[config.mk]
export PLATFORM = sky130hd
export DESIGN_NAME = glss_top
export DESIGN_NICKNAME = d
export VERILOG_FILES = /design/src/core/glss_step_timer.v /design/src/core/glss_stage_bank.v /design/src/core/glss_top.v
export VERILOG_INCLUDE_DIRS = /design/src /design/src/core
export SDC_FILE = /design/constraint.sdc
export NUM_CORES = 1
export LEC_CHECK = 0
export BUFFER_PORTS_ARGS = -buffer_cell sky130_fd_sc_hd__buf_4
export CELL_PAD_IN_SITES_DETAIL_PLACEMENT = 1
export CELL_PAD_IN_SITES_GLOBAL_PLACEMENT = 2
export CORE_MARGIN = 4
export CORE_UTILIZATION = 30
export CTS_BUF_LIST = sky130_fd_sc_hd__clkbuf_4 sky130_fd_sc_hd__clkbuf_8
export CTS_CLUSTER_SIZE = 16
export DETAILED_ROUTE_END_ITERATION = 10
export PLACE_DENSITY_LB_ADDON = 0.2
export REMOVE_ABC_BUFFERS = 1
export SLEW_MARGIN = 20
export SYNTH_ARGS = -nofsm -noshare
export SYNTH_HDL_FRONTEND = slang
export SYNTH_SLANG_ARGS = --single-unit
[constraint.sdc]
create_clock -name clk -period 2 [get_ports clk]
set_input_delay 0.3 -clock clk [delete_from_list [all_inputs] [get_ports clk]]
set_output_delay 0.3 -clock clk [all_outputs]
set_load 0.05 [all_outputs]
[src/core/glss_regs.vh]
`ifndef GLSS_REGS_VH
`define GLSS_REGS_VH
// ---------------------------------------------------------------
// Register map
// ---------------------------------------------------------------
`define GLSS_ADR_CTRL      4'h0
`define GLSS_ADR_DUM_TRIP  4'h1
`define GLSS_ADR_DUM_RET   4'h2
`define GLSS_ADR_SHD_TRIP  4'h3
`define GLSS_ADR_SHD_RET   4'h4
`define GLSS_ADR_DUM_TDLY  4'h5
`define GLSS_ADR_DUM_RDLY  4'h6
`define GLSS_ADR_SHD_TDLY  4'h7
`define GLSS_ADR_SHD_RDLY  4'h8
`define GLSS_ADR_STATUS    4'h9
`define GLSS_ADR_KW        4'hA
// ---------------------------------------------------------------
// Control fields
// ---------------------------------------------------------------
`define GLSS_CTL_DUM_EN    0
`define GLSS_CTL_SHD_EN    1
`define GLSS_CTL_DUM_NLO   4
`define GLSS_CTL_DUM_NHI   6
`define GLSS_CTL_SHD_NLO   8
`define GLSS_CTL_SHD_NHI   10
`define GLSS_CTL_SST_LO    12
`define GLSS_CTL_SST_HI    14
`define GLSS_CTRL_RST      32'h0000_0000
`define GLSS_DLY_RST       32'h0000_0100
`define GLSS_LVL_RST       16'h0000
`endif

[src/core/glss_step_timer.v]
`timescale 1ns/1ps
`default_nettype none
// ---------------------------------------------------------------
// Qualify timer: counts while cond holds, fires at limit
// ---------------------------------------------------------------
module glss_step_timer #(
  parameter W = 32
) (
  input  wire         clk,
  input  wire         srst,
  input  wire         run,
  input  wire [W-1:0] limit,
  output reg          fire
);
  reg [W-1:0] cnt_r;

  // Count while run; drop to zero when condition lapses
  always @(posedge clk) begin
    if (srst || !run) begin
      cnt_r <= {W{1'b0}};
      fire  <= 1'b0;
    end else if (cnt_r >= limit) begin
      cnt_r <= {W{1'b0}};
      fire  <= 1'b1;
    end else begin
      cnt_r <= cnt_r + {{(W-1){1'b0}}, 1'b1};
      fire  <= 1'b0;
    end
  end
endmodule
`default_nettype wire

[src/core/glss_stage_bank.v]
`timescale 1ns/1ps
`default_nettype none
// ---------------------------------------------------------------
// Thermometer stage bank: add next / remove highest
// ---------------------------------------------------------------
module glss_stage_bank #(
  parameter N = 5
) (
  input  wire         clk,
  input  wire         srst,
  input  wire         clr,
  input  wire         load,
  input  wire [2:0]   load_cnt,
  input  wire         up,
  input  wire         dn,
  input  wire [2:0]   max_cnt,
  output reg  [2:0]   cnt_r,
  output wire [N-1:0] outs
);
  wire [2:0] lim = (max_cnt > N[2:0]) ? N[2:0] : max_cnt;

  // Active step count
  always @(posedge clk) begin
    if (srst || clr)
      cnt_r <= 3'h0;
    else if (load)
      cnt_r <= (load_cnt > lim) ? lim : load_cnt;
    else if (up && cnt_r < lim)
      cnt_r <= cnt_r + 3'h1;
    else if (dn && cnt_r != 3'h0)
      cnt_r <= cnt_r - 3'h1;
  end

  // Output i is on while count exceeds i
  genvar i;
  generate
    for (i = 0; i < N; i = i + 1) begin : g_out
      assign outs[i] = (cnt_r > i);
    end
  endgenerate
endmodule
`default_nettype wire

[src/core/glss_top.v]
// Added by the designer: register access over Wishbone and the address map.
`timescale 1ns/1ps
`default_nettype none
`include "glss_regs.vh"

// Notes on behaviour
// - Up to five dummy-load steps, count set by software, one output each.
// - Dummy outputs are off at start; monitoring starts only when on load.
// - Load below dummy trip for the trip delay energises the next dummy step.
// - The trip qualification repeats after each step until all are on.
// - Load above dummy return for the return delay drops the highest dummy step.
// - A stopping sequence clears every dummy and shed output with switch open.
// - Up to five shedding steps, count set by software, one output each.
// - Pre-load seen before on load energises the start count of shed outputs by the time the switch closes.
// - Load above shed trip for the trip delay energises the next shed step.
// - Each further full trip delay above the level adds the next shed step.
// - Load below shed return for the return delay drops the highest shed step.
module glss_top #(
  parameter N_DUM = 5,
  parameter N_SHD = 5,
  parameter KW_W  = 16
) (
  input  wire             clk,
  input  wire             srst,
  input  wire [31:0]      wb_adr_i,
  input  wire [31:0]      wb_dat_i,
  output reg  [31:0]      wb_dat_o,
  input  wire [3:0]       wb_sel_i,
  input  wire             wb_we_i,
  input  wire             wb_cyc_i,
  input  wire             wb_stb_i,
  output reg              wb_ack_o,
  input  wire [KW_W-1:0]  kw_meas,
  input  wire             on_load,
  input  wire             pre_load,
  input  wire             stopping,
  output reg              load_sw_open,
  output reg  [N_DUM-1:0] dummy_out,
  output reg  [N_SHD-1:0] shed_out
);
  // ---------------------------------------------------------------
  // Input synchronisers
  // ---------------------------------------------------------------
  reg [2:0] s1_r;
  reg [2:0] s2_r;
  reg [KW_W-1:0] kw1_r;
  reg [KW_W-1:0] kw2_r;
  always @(posedge clk) begin
    if (srst) begin
      s1_r  <= 3'h0;
      s2_r  <= 3'h0;
      kw1_r <= {KW_W{1'b0}};
      kw2_r <= {KW_W{1'b0}};
    end else begin
      s1_r  <= {stopping, pre_load, on_load};
      s2_r  <= s1_r;
      kw1_r <= kw_meas;
      kw2_r <= kw1_r;
    end
  end
  wire onl  = s2_r[0];
  wire prel = s2_r[1];
  wire stp  = s2_r[2];

  // ---------------------------------------------------------------
  // Registers
  // ---------------------------------------------------------------
  reg [31:0]     ctrl_r;
  reg [KW_W-1:0] dum_trip_r;
  reg [KW_W-1:0] dum_ret_r;
  reg [KW_W-1:0] shd_trip_r;
  reg [KW_W-1:0] shd_ret_r;
  reg [31:0]     dum_tdly_r;
  reg [31:0]     dum_rdly_r;
  reg [31:0]     shd_tdly_r;
  reg [31:0]     shd_rdly_r;
  wire [3:0]     ridx = wb_adr_i[5:2];
  wire           wr   = wb_cyc_i && wb_stb_i && wb_we_i && !wb_ack_o;
  wire [2:0]     dum_cnt;
  wire [2:0]     shd_cnt;

  // Byte-lane write merge
  function [31:0] mrg;
    input [31:0] old;
    input [31:0] nw;
    input [3:0]  sel;
    integer k;
    begin
      mrg = old;
      for (k = 0; k < 4; k = k + 1)
        if (sel[k])
          mrg[k*8 +: 8] = nw[k*8 +: 8];
    end
  endfunction

  // ---------------------------------------------------------------
  // Level registers widened to the bus word
  // ---------------------------------------------------------------
  localparam PADW = 32 - KW_W;
  wire [31:0] dum_trip_w = {{PADW{1'b0}}, dum_trip_r};
  wire [31:0] dum_ret_w  = {{PADW{1'b0}}, dum_ret_r};
  wire [31:0] shd_trip_w = {{PADW{1'b0}}, shd_trip_r};
  wire [31:0] shd_ret_w  = {{PADW{1'b0}}, shd_ret_r};
  wire [31:0] kw_w       = {{PADW{1'b0}}, kw2_r};

  // Merged write words; only the low level bits are kept
  wire [31:0] dum_trip_m = mrg(dum_trip_w, wb_dat_i, wb_sel_i);
  wire [31:0] dum_ret_m  = mrg(dum_ret_w, wb_dat_i, wb_sel_i);
  wire [31:0] shd_trip_m = mrg(shd_trip_w, wb_dat_i, wb_sel_i);
  wire [31:0] shd_ret_m  = mrg(shd_ret_w, wb_dat_i, wb_sel_i);

  // Register writes
  always @(posedge clk) begin
    if (srst) begin
      ctrl_r     <= `GLSS_CTRL_RST;
      dum_trip_r <= `GLSS_LVL_RST;
      dum_ret_r  <= `GLSS_LVL_RST;
      shd_trip_r <= `GLSS_LVL_RST;
      shd_ret_r  <= `GLSS_LVL_RST;
      dum_tdly_r <= `GLSS_DLY_RST;
      dum_rdly_r <= `GLSS_DLY_RST;
      shd_tdly_r <= `GLSS_DLY_RST;
      shd_rdly_r <= `GLSS_DLY_RST;
    end else if (wr) begin
      case (ridx)
        `GLSS_ADR_CTRL:     ctrl_r     <= mrg(ctrl_r, wb_dat_i, wb_sel_i);
        `GLSS_ADR_DUM_TRIP: dum_trip_r <= dum_trip_m[KW_W-1:0];
        `GLSS_ADR_DUM_RET:  dum_ret_r  <= dum_ret_m[KW_W-1:0];
        `GLSS_ADR_SHD_TRIP: shd_trip_r <= shd_trip_m[KW_W-1:0];
        `GLSS_ADR_SHD_RET:  shd_ret_r  <= shd_ret_m[KW_W-1:0];
        `GLSS_ADR_DUM_TDLY: dum_tdly_r <= mrg(dum_tdly_r, wb_dat_i, wb_sel_i);
        `GLSS_ADR_DUM_RDLY: dum_rdly_r <= mrg(dum_rdly_r, wb_dat_i, wb_sel_i);
        `GLSS_ADR_SHD_TDLY: shd_tdly_r <= mrg(shd_tdly_r, wb_dat_i, wb_sel_i);
        `GLSS_ADR_SHD_RDLY: shd_rdly_r <= mrg(shd_rdly_r, wb_dat_i, wb_sel_i);
        default: ;
      endcase
    end
  end

  // Read mux and one-cycle ack
  always @(posedge clk) begin
    if (srst) begin
      wb_ack_o <= 1'b0;
      wb_dat_o <= 32'h0000_0000;
    end else begin
      wb_ack_o <= wb_cyc_i && wb_stb_i && !wb_ack_o;
      case (ridx)
        `GLSS_ADR_CTRL:     wb_dat_o <= ctrl_r;
        `GLSS_ADR_DUM_TRIP: wb_dat_o <= dum_trip_w;
        `GLSS_ADR_DUM_RET:  wb_dat_o <= dum_ret_w;
        `GLSS_ADR_SHD_TRIP: wb_dat_o <= shd_trip_w;
        `GLSS_ADR_SHD_RET:  wb_dat_o <= shd_ret_w;
        `GLSS_ADR_DUM_TDLY: wb_dat_o <= dum_tdly_r;
        `GLSS_ADR_DUM_RDLY: wb_dat_o <= dum_rdly_r;
        `GLSS_ADR_SHD_TDLY: wb_dat_o <= shd_tdly_r;
        `GLSS_ADR_SHD_RDLY: wb_dat_o <= shd_rdly_r;
        `GLSS_ADR_STATUS:   wb_dat_o <= {21'h00_0000, stp, prel, onl,
                                         1'b0, shd_cnt, 1'b0, dum_cnt};
        `GLSS_ADR_KW:       wb_dat_o <= kw_w;
        default:            wb_dat_o <= 32'h0000_0000;
      endcase
    end
  end

  // ---------------------------------------------------------------
  // Configuration fields
  // ---------------------------------------------------------------
  wire       dum_en  = ctrl_r[`GLSS_CTL_DUM_EN];
  wire       shd_en  = ctrl_r[`GLSS_CTL_SHD_EN];
  wire [2:0] dum_n   = ctrl_r[`GLSS_CTL_DUM_NHI:`GLSS_CTL_DUM_NLO];
  wire [2:0] shd_n   = ctrl_r[`GLSS_CTL_SHD_NHI:`GLSS_CTL_SHD_NLO];
  wire [2:0] shd_sst = ctrl_r[`GLSS_CTL_SST_HI:`GLSS_CTL_SST_LO];

  // ---------------------------------------------------------------
  // Sequencer state
  // ---------------------------------------------------------------
  localparam ST_IDLE = 3'b001;
  localparam ST_PRE  = 3'b010;
  localparam ST_ON   = 3'b100;
  reg [2:0] st_r;
  reg [2:0] st_nxt;

  // State transitions
  always @* begin
    st_nxt = st_r;
    case (st_r)
      ST_IDLE: if (stp) st_nxt = ST_IDLE;
               else if (onl) st_nxt = ST_ON;
               else if (prel) st_nxt = ST_PRE;
      ST_PRE:  if (stp) st_nxt = ST_IDLE;
               else if (onl) st_nxt = ST_ON;
      ST_ON:   if (stp || !onl) st_nxt = ST_IDLE;
      default: st_nxt = ST_IDLE;
    endcase
  end

  always @(posedge clk) begin
    if (srst)
      st_r <= ST_IDLE;
    else
      st_r <= st_nxt;
  end

  wire mon     = (st_r == ST_ON) && !stp;
  wire clr_all = stp || (st_nxt == ST_IDLE);
  wire pre_ent = (st_r == ST_IDLE) && (st_nxt == ST_PRE);

  // Switch stays open until on load, so start sheds settle first
  wire sw_open_nxt = (st_nxt != ST_ON);

  // ---------------------------------------------------------------
  // Threshold comparisons and timers
  // ---------------------------------------------------------------
  wire d_low  = mon && dum_en && (kw2_r < dum_trip_r);
  wire d_high = mon && dum_en && (kw2_r > dum_ret_r);
  wire s_high = mon && shd_en && (kw2_r > shd_trip_r);
  wire s_low  = mon && shd_en && (kw2_r < shd_ret_r);
  wire d_up;
  wire d_dn;
  wire s_up;
  wire s_dn;

  // Dummy trip delay; drops its count when the condition lapses
  glss_step_timer u_dtrip (
    .clk   (clk),
    .srst  (srst),
    .run   (d_low),
    .limit (dum_tdly_r),
    .fire  (d_up)
  );

  // Dummy return delay
  glss_step_timer u_dret (
    .clk   (clk),
    .srst  (srst),
    .run   (d_high),
    .limit (dum_rdly_r),
    .fire  (d_dn)
  );

  // Shed trip delay; restarts after each step
  glss_step_timer u_strip (
    .clk   (clk),
    .srst  (srst),
    .run   (s_high),
    .limit (shd_tdly_r),
    .fire  (s_up)
  );

  // Shed return delay
  glss_step_timer u_sret (
    .clk   (clk),
    .srst  (srst),
    .run   (s_low),
    .limit (shd_rdly_r),
    .fire  (s_dn)
  );

  // ---------------------------------------------------------------
  // Step banks
  // ---------------------------------------------------------------
  wire [N_DUM-1:0] d_outs;
  wire [N_SHD-1:0] s_outs;

  // Dummy bank: no start count, steps only while monitoring
  glss_stage_bank #(
    .N(N_DUM)
  ) u_dum (
    .clk      (clk),
    .srst     (srst),
    .clr      (clr_all),
    .load     (1'b0),
    .load_cnt (3'h0),
    .up       (d_up && mon),
    .dn       (d_dn && mon),
    .max_cnt  (dum_n),
    .cnt_r    (dum_cnt),
    .outs     (d_outs)
  );

  // Shed bank: start count loaded on the way to load
  glss_stage_bank #(
    .N(N_SHD)
  ) u_shd (
    .clk      (clk),
    .srst     (srst),
    .clr      (clr_all),
    .load     (pre_ent && shd_en),
    .load_cnt (shd_sst),
    .up       (s_up && mon),
    .dn       (s_dn && mon),
    .max_cnt  (shd_n),
    .cnt_r    (shd_cnt),
    .outs     (s_outs)
  );

  // Outputs: cleared in the same cycle the switch-open rises
  always @(posedge clk) begin
    if (srst) begin
      load_sw_open <= 1'b1;
      dummy_out    <= {N_DUM{1'b0}};
      shed_out     <= {N_SHD{1'b0}};
    end else begin
      load_sw_open <= sw_open_nxt;
      dummy_out    <= clr_all ? {N_DUM{1'b0}} : d_outs;
      shed_out     <= clr_all ? {N_SHD{1'b0}} : s_outs;
    end
  end
endmodule
`default_nettype wire

; ---- After elaboration in Yosys (flattened, before gate mapping)
; Cells that the tools add are included.
[op_classes]
n_eq_ne = 16
magnitude_cmp = 23
mux = 20
n_addsub = 8
reduce_logical = 73
[op_table]
columns = op, n
row1 = one-hot mux 32 bit (11 select lines), 1
row2 = adder 32 x 1 -> 32 bit (second input constant), 4
row3 = >= comparator 32 bit, 4
row4 = AND reduction 3 bit, 28
row5 = 2-to-1 mux 3 bit, 14
row6 = > comparator 16 bit, 2
row7 = less-than comparator 16 bit, 2
row8 = logical AND 1 bit, 21
row9 = equality test 4 x 3 -> 1 bit (second input constant), 4
row10 = equality test 4 bit (second input constant), 3
row11 = > comparator 3 x 1 -> 1 bit (second input constant), 4
row12 = > comparator 3 x 2 -> 1 bit (second input constant), 4
row13 = > comparator 3 bit (second input constant), 4
row14 = OR reduction 2 bit, 5
row15 = one-hot mux 3 bit (3 select lines), 1
row16 = nonzero test 3 bit, 3
row17 = equality test 4 x 2 -> 1 bit (second input constant), 2
row18 = logical NOT 1 bit, 7
row19 = logical OR 1 bit, 7
row20 = adder 3 x 1 -> 3 bit (second input constant), 2
row21 = equality test 3 x 1 -> 1 bit (second input constant), 2
row22 = equality test 3 x 2 -> 1 bit (second input constant), 2
row23 = less-than comparator 3 bit, 2
row24 = subtractor 3 x 1 -> 3 bit (second input constant), 2
row25 = other kinds (7), 10
[word_totals]
register_bits = 447
output_inout_bits = 44
wordCells = 188
in_bits = 92

; ---- Logic depth before layout (Yosys ltp)
; Gate-level depths: netlist of the first run.
[depth]
word_depth = 8
mapped_depth = 9
depth_no_buf = 9

; ---- Hierarchy
; A second synthesis of the first run with hierarchy kept.
[unflattened]
cells_unflattened = 2798
hier_area_um2 = 23123.4
[by_module_without_submodules]
columns = module, cells_per_inst, seq_area_each_um2, area_each_um2, n_inst
row1 = glss_top, 1602, 6185.9, 13329.0, 1
row2 = glss_step_timer, 269, 660.6, 2199.6, 4
row3 = glss_stage_bank, 60, 60.1, 498.0, 2

; ---- Worst setup path after synthesis of the first run
; No wires, ideal clock.
[synth_path]
path_kind = reg2reg
startpoint = reg shd_rdly_r[25]
endpoint = reg u_sret.cnt_r[10]
arrival_time_ns = 2.066
setup_time_ns = 0.078
path_slack_ns = -0.144
period_less_slack_ns = 2.144
t_required_ns = 1.922
n_path_buf = 1
stages_incl_launch_ff = 10
path_cell_list = dfxtp_1 inv_1 ha_1 a21o_1 a221o_1 a221oi_1 o31a_1 o21ai_1 clkbuf_1 nor3_1
[synth_via]
elab_chain_cells = 2
[synth_rtl]
columns = element, line
row1 = "start, declared", glss_top.v:76  ; reg [31:0] shd_rdly_r;
row2 = "start signal, assigned", glss_top.v:123  ; shd_rdly_r <= `GLSS_DLY_RST;
row3 = "start signal, assigned", glss_top.v:134  ; `GLSS_ADR_SHD_RDLY: shd_rdly_r <= mrg(shd_rdly_r, wb_dat_i, wb_sel_i);
row4 = >= comparator 32 bit, glss_step_timer.v:22  ; end else if (cnt_r >= limit) begin
row5 = OR reduction 2 bit (no line), -
row6 = "end signal, assigned", glss_step_timer.v:20  ; cnt_r <= {W{1'b0}};
row7 = "end signal, assigned", glss_step_timer.v:23  ; cnt_r <= {W{1'b0}};
row8 = "end signal, assigned", glss_step_timer.v:26  ; cnt_r <= cnt_r + {{(W-1){1'b0}}, 1'b1};
row9 = "end, declared", glss_step_timer.v:15  ; reg [W-1:0] cnt_r;
; No other way between the ends.
; A chain may end at the register's enable or synchronous reset.

; ---- Worst setup path after layout of the first run
[layout_path]
startpoint = reg shd_rdly_r[25]
endpoint = reg u_sret.cnt_r[14]
; Same word-level chain as after synthesis.

==> results_dict.tcl, run 1 <==
set metrics [dict create \
    status "finished with violations" \
    violations "negative setup slack" \
    slew_viol_final 0 \
    core_region_area_um2 74820 \
    routed_wl_um 95940 \
    synth_seq_area_share 0.3931 \
    dr.first_iter.drc_count 1215 \
    path_buf_inv 2 \
    ys_ff_latch 447 \
    synthArstFlopShare 0 \
    synth_common_cells "dfxtp_1 (447), nand2_1 (410), a21oi_1 (290)" \
    synthesis.area_um2 22760 \
    setup_violations 132 \
    track_usage 0.2253 \
    power_mw 20.52 \
    critPathRequiredTime_ns 2.60 \
    max_freq_ghz 0.4485 \
    via_count 22720 \
    crit_fanout 6 \
    synth_area_leaders "dfxtp_1 (39%), ha_1 (12%), nand2_1 (6.8%)" \
    gp_congestion 0.8577 \
    crit_type "reg2reg" \
    cts-buffers-inserted 89 \
    setup_ws_ns -0.2298 \
    synth_top_area_cell "dfxtp_1" \
    cts_tree "done" \
    clk_latency_ns 0.70 \
    synth_edf_count 0 \
    grt-ovfl-total 0 \
    vias_per_cell 5.204 \
    crit_chain "inv_2, ha_4, a21o_1, a221o_1, a221oi_2, o31a_1, o21ai_4, clkbuf_16, nor3_4" \
    critPathLaunchType "flip-flop" \
    irDropWorstVdd_mv 0.4430 \
    ios 136 \
    hold_viol 0 \
    die_h_um 283.5 \
    yosysMostFrequentCell "dfxtp_1" \
    yosys.area_share.simple 0.2261 \
    rsz0062_at_grt "yes" \
    hpwl_um 68040 \
    synth_top_family_by_area "simple AND/OR/NAND/NOR gates" \
    drtPass1Iterations 5 \
    synth_compound_area_frac 0.1519 \
    synthMuxAreaShare 0.001814 \
    wl_per_cell_um 21.98 \
    cap_violations 0 \
    hold_path_class "in2reg" \
    period_needed_ns 2.230 \
    cts_root_buf "clkbuf_8" \
    syn_inst 2771 \
    cp_data_arrival_time_ns 2.83 \
    grt_max_degree 133 \
    slew_headroom 0.4945 \
    slowest_delay_ns 0.33 \
    row_count 100 \
    yosys_warnings 0 \
    syn_to_final_growth_pct 46.85 \
    grt_pass1_vias 24330 \
    grt_pass1_wl_um 142700 \
    synth_ff_type "dfxtp_1" \
    clk_pin_slew_ns 0.06 \
    crit_path_end_kind "flip-flop" \
    synth-adder-area-share 0.1171 \
    p_per_area_nw_per_um2 613.9 \
    final_cells 4366 \
    finalCritPeriodShare 1.115 \
    route.detailed.drc 0 \
    htreeDepth 3 \
    nets 3626 \
    initial_core_util 0.3042 \
    synth_area_per_cell_um2 8.215 \
    crit_family "compound AO/OA/AOI/OAI gates" \
    grt_antenna_before_repair 2 \
    synth_top_area_frac 0.3931 \
    antenna_left 0 \
    cellLeakagePower_nw 12.43 \
    yosysUniqueCellTypes 70 \
    die_area_um2 80350 \
    crit_path_top_delay_cell "dfxtp_2" \
    dp_cells 4103 \
    drive_above_1_share 0.3319 \
    utilization 0.4468 \
    synth_xor_area_frac 0.04732 \
    port_buffers 107 \
    cts.sinks 447 \
    die_w_um 283.5 \
    worst_pin_slew_ns 0.7583 \
    fin_worst_skew_ns 0.02928 \
    cts.path.max_buffers 3 \
]
[cell usage in the layout (no fill, tap or decap), types with 16 or more instances in the layout]
master	n
a21oi_1	273
dfxtp_4	16
xnor2_1	49
a31oi_1	23
dfxtp_2	57
dfxtp_1	374
nor3_2	87
a22o_1	28
nor2b_1	49
buf_12	43
dlygate4sd3_1	53
o21ai_0	19
nor3_4	51
a21oi_2	16
nor2_1	62
inv_2	29
ha_4	58
nand3_1	212
nand4_1	51
a221oi_1	29
and3_1	39
xor2_1	74
clkbuf_4	29
a222oi_1	20
a21o_1	18
ha_1	154
buf_4	480
a22oi_1	32
nand2_1	405
inv_1	189
clkbuf_8	117
[sequential cells by signal, indices dropped and copies added, names as in the netlist, 5 cells and up]
| register | cells |
|---|---|
| wb_dat_o | 32 |
| u_dtrip.cnt_r | 32 |
| dum_trip_r | 16 |
| ctrl_r | 32 |
| dum_ret_r | 16 |
| kw1_r | 16 |
| shd_trip_r | 16 |
| dummy_out | 5 |
| u_dret.cnt_r | 32 |
| kw2_r | 16 |
| dum_rdly_r | 32 |
| u_sret.cnt_r | 32 |
| u_strip.cnt_r | 32 |
| dum_tdly_r | 32 |
| shed_out | 5 |
| shd_ret_r | 16 |
| shd_tdly_r | 32 |
| shd_rdly_r | 32 |
[routing by layer]
metal | vias to the layer above | track usage | wire, µm
met5 | - | 0 | 7
li1 | 10870 | - | -
met1 | 11250 | 0.2714 | 41260
met2 | 425 | 0.4017 | 47700
met4 | 2 | 0.08823 | 3563
met3 | 170 | 0.03534 | 3417
[path summary, 6_finish.rpt]
| path | from | endpoint | slack, ns | depth (start not counted) |
|---|---|---|---|---|
| max | shd_rdly_r[25] | u_sret.cnt_r[14] | -0.23 | 9 |
| min | srst | s2_r[0] | 0.12 | 3 |
| max reg2reg | shd_rdly_r[25] | u_sret.cnt_r[14] | -0.23 | 9 |
| min reg2reg | kw1_r[5] | kw2_r[5] | 0.42 | 1 |
[power by group]
part / switching, mW / internal [mW]
Clock: 4.40 / 5.88
Sequential: 0.0405 / 8.94
Combinational: 0.735 / 0.524
[worst register-to-register path, delay by kind of cell, from the launching register on]
kind	cells	cell delay, ns
buffers and inverters	2	0.25
AND/OR/NAND/NOR	1	0.18
adder cells (fa/ha/maj)	1	0.23
flip-flops	1	0.33
AO/OA/AOI/OAI	5	1.15
[stage by stage]
| stage | cell area [µm²] | setup TNS (ns) | hold slack, ns | setup WS (ns) |
|---|---|---|---|---|
| global route | 33430 | -30.30 | 0.1149 | -0.2928 |
| global placement | 27750 | -34.57 | 0.4188 | -0.4198 |
| floorplan | 22170 | -419.13 | 0.3691 | -1.973 |
| CTS | 31710 | -19.04 | 0.06249 | -0.2123 |
| finish | 33430 | -19.25 | 0.1217 | -0.2298 |
| detailed placement | 27750 | -39.84 | 0.4274 | -0.3574 |
[logic make-up after synthesis]
| kind of cell | after synthesis |
|---|---|
| AOI/OAI and AO/OA | 548 |
| muxes | 4 |
| adders and majority gates | 213 |
| xor gates and xnor gates | 123 |
| and+or+nand+nor | 1065 |
| DFF | 447 |
| buffers and inverters | 371 |
[timing repair]
action                                  CTS  global route
hold buffers                             53             0
buffers inserted                         16            13
pin swaps                                52            94
hold endpoints to repair                243             0
resized for setup                       247           287
gates cloned                             10            14
endpoints found under the setup margin  135           137
[layout make-up]
class                      count  area, µm²
antenna                        1      2.502
clock buffer                 145       1814
multi-input combinational   1953      14720
fill                        8628      41390
clock inverter                21      152.6
sequential                   447       9080
inverter                     221      837.1
timing repair buffer         609       5607
tap                          969       1212
Power figures use the tool's default switching activity.
==> inputs of run 2 (changes only) <==
SKIP_LAST_GASP = 1   (was unset)
==> results_dict.tcl, run 2 (same netlist as run 1, synthesis figures left out) <==
set metrics [dict create \
    status "finished with violations" \
    violations "negative setup slack" \
    setup-tns-final_ns -21.17 \
    cts.sinks 447 \
    fin_worst_skew_ns 0.02709 \
    final_cells 4371 \
    dp_cells 4103 \
    cts_tree "done" \
    htreeDepth 3 \
    port_buffers 107 \
    nets 3631 \
    routed_wl_um 95820 \
    track_usage 0.2245 \
    setup_ws_ns -0.2650 \
    core_region_area_um2 74820 \
    rsz0062_at_grt "yes" \
    p_per_area_nw_per_um2 614.1 \
    gp_congestion 0.8577 \
    via_count 22790 \
    hpwl_um 68040 \
    crit_chain "ha_4, and2_4, a221o_1, a221oi_2, o31a_1, o21ai_4, buf_12, clkbuf_16, nor3_2" \
    hold_viol 0 \
    die_h_um 283.5 \
    grt-ovfl-total 0 \
    dpl_cell_area_um2 27750 \
    cts.path.max_buffers 3 \
    slew_viol_final 0 \
    die_w_um 283.5 \
    ios 136 \
    period_needed_ns 2.265 \
    clk_pin_slew_ns 0.06 \
    slew_headroom 0.5155 \
    wl_per_cell_um 21.92 \
    hold_path_class "in2reg" \
    grt_pass1_vias 24330 \
    route.detailed.drc 0 \
    critPathLaunchType "flip-flop" \
    drtPass1Iterations 6 \
    max_freq_ghz 0.4415 \
    cts-buffers-inserted 89 \
    cp_data_arrival_time_ns 2.86 \
    final_cell_mix "buf_4 (481), nand2_1 (405), dfxtp_1 (373)" \
    crit_path_top_delay_cell "dfxtp_1" \
    dr.first_iter.drc_count 1200 \
    initial_core_util 0.3042 \
    die_area_um2 80350 \
    critPathRequiredTime_ns 2.60 \
    vias_per_cell 5.215 \
    crit_type "reg2reg" \
    setup_violations 132 \
    drive_above_1_share 0.3334 \
    row_count 100 \
    layout_commonest_cell "buf_4" \
    irDropWorstVdd_mv 0.4480 \
    grt_antenna_before_repair 2 \
    cap_violations 0 \
    finalCritPeriodShare 1.133 \
    cts_root_buf "clkbuf_8" \
    crit_fanout 6 \
    design_area_um2 33430 \
    grt_pass1_wl_um 142900 \
    crit_path_end_kind "flip-flop" \
    cellLeakagePower_nw 12.47 \
    slowest_delay_ns 0.38 \
    syn_to_final_growth_pct 46.87 \
    antenna_left 0 \
    worst_pin_slew_ns 0.7268 \
    grt_max_degree 133 \
    clk_latency_ns 0.70 \
]
## run 2: what timing repair did
action / in CTS / in global routing
setup endpoints to repair: 135 / 137
endpoints found under the hold margin: 243 / 0
hold buffers: 53 / 0
buffers inserted: 16 / 16
pin swaps: 51 / 121
gates resized for setup: 205 / 324
cloned: 10 / 15
## run 2: layer usage
metal	track usage	vias up	part of all wire	routed length [µm]
met5	0	-	0.000094	9
met3	0.02723	130	0.029	2816
li1	-	10880	-	-
met4	0.06882	2	0.027	2556
met1	0.2763	11390	0.43	41620
met2	0.4084	396	0.51	48820
## run 2: critical path, delay by kind of cell, from the launching register on
family / cells / cell delay, ns
compound gates: 4 / 0.94
fa+ha+maj: 1 / 0.23
buf+inv: 2 / 0.31
flops: 1 / 0.38
simple gates: 2 / 0.31
## run 2: metrics by stage
| stage | power, mW | setup slack [ns] | utilization | hold WS [ns] |
|---|---|---|---|---|
| 6_report | 20.53 | -0.2650 | 0.4469 | 0.1208 |
| 5_1_grt | 21.31 | -0.3206 | 0.4469 | 0.1157 |
| 4_1_cts | 20.73 | -0.2145 | 0.4214 | 0.06249 |
| 3_5_place_dp | 10.25 | -0.3574 | 0.3709 | 0.4274 |
| 3_3_place_gp | 10.23 | -0.4198 | 0.3709 | 0.4188 |
| 2_1_floorplan | 9.508 | -1.973 | - | 0.3691 |
## run 2: final timing paths
kind | startpoint | endpoint | slack, ns | depth (start not counted)
hold reg to reg | kw1_r[5] | kw2_r[5] | 0.42 | 1
hold / removal | srst | s2_r[0] | 0.12 | 3
setup reg to reg | u_sret.cnt_r[27] | u_sret.cnt_r[8] | -0.27 | 9
setup / recovery | u_sret.cnt_r[27] | u_sret.cnt_r[8] | -0.27 | 9
## run 2: final cells by class
cell class	instances	area, µm²
sequential	447	9081
clock inverter	21	152.6
inverter	221	839.6
timing repair buffer	614	5688
fill	8620	41390
antenna	1	2.502
tap	969	1212
clock buffer	145	1814
multi-input combinational	1953	14640
## run 2: power breakdown
part / total, mW / switching [mW] / internal (mW)
registers: 8.98 / 0.0397 / 8.94
logic: 1.26 / 0.735 / 0.525
clock network: 10.3 / 4.41 / 5.88
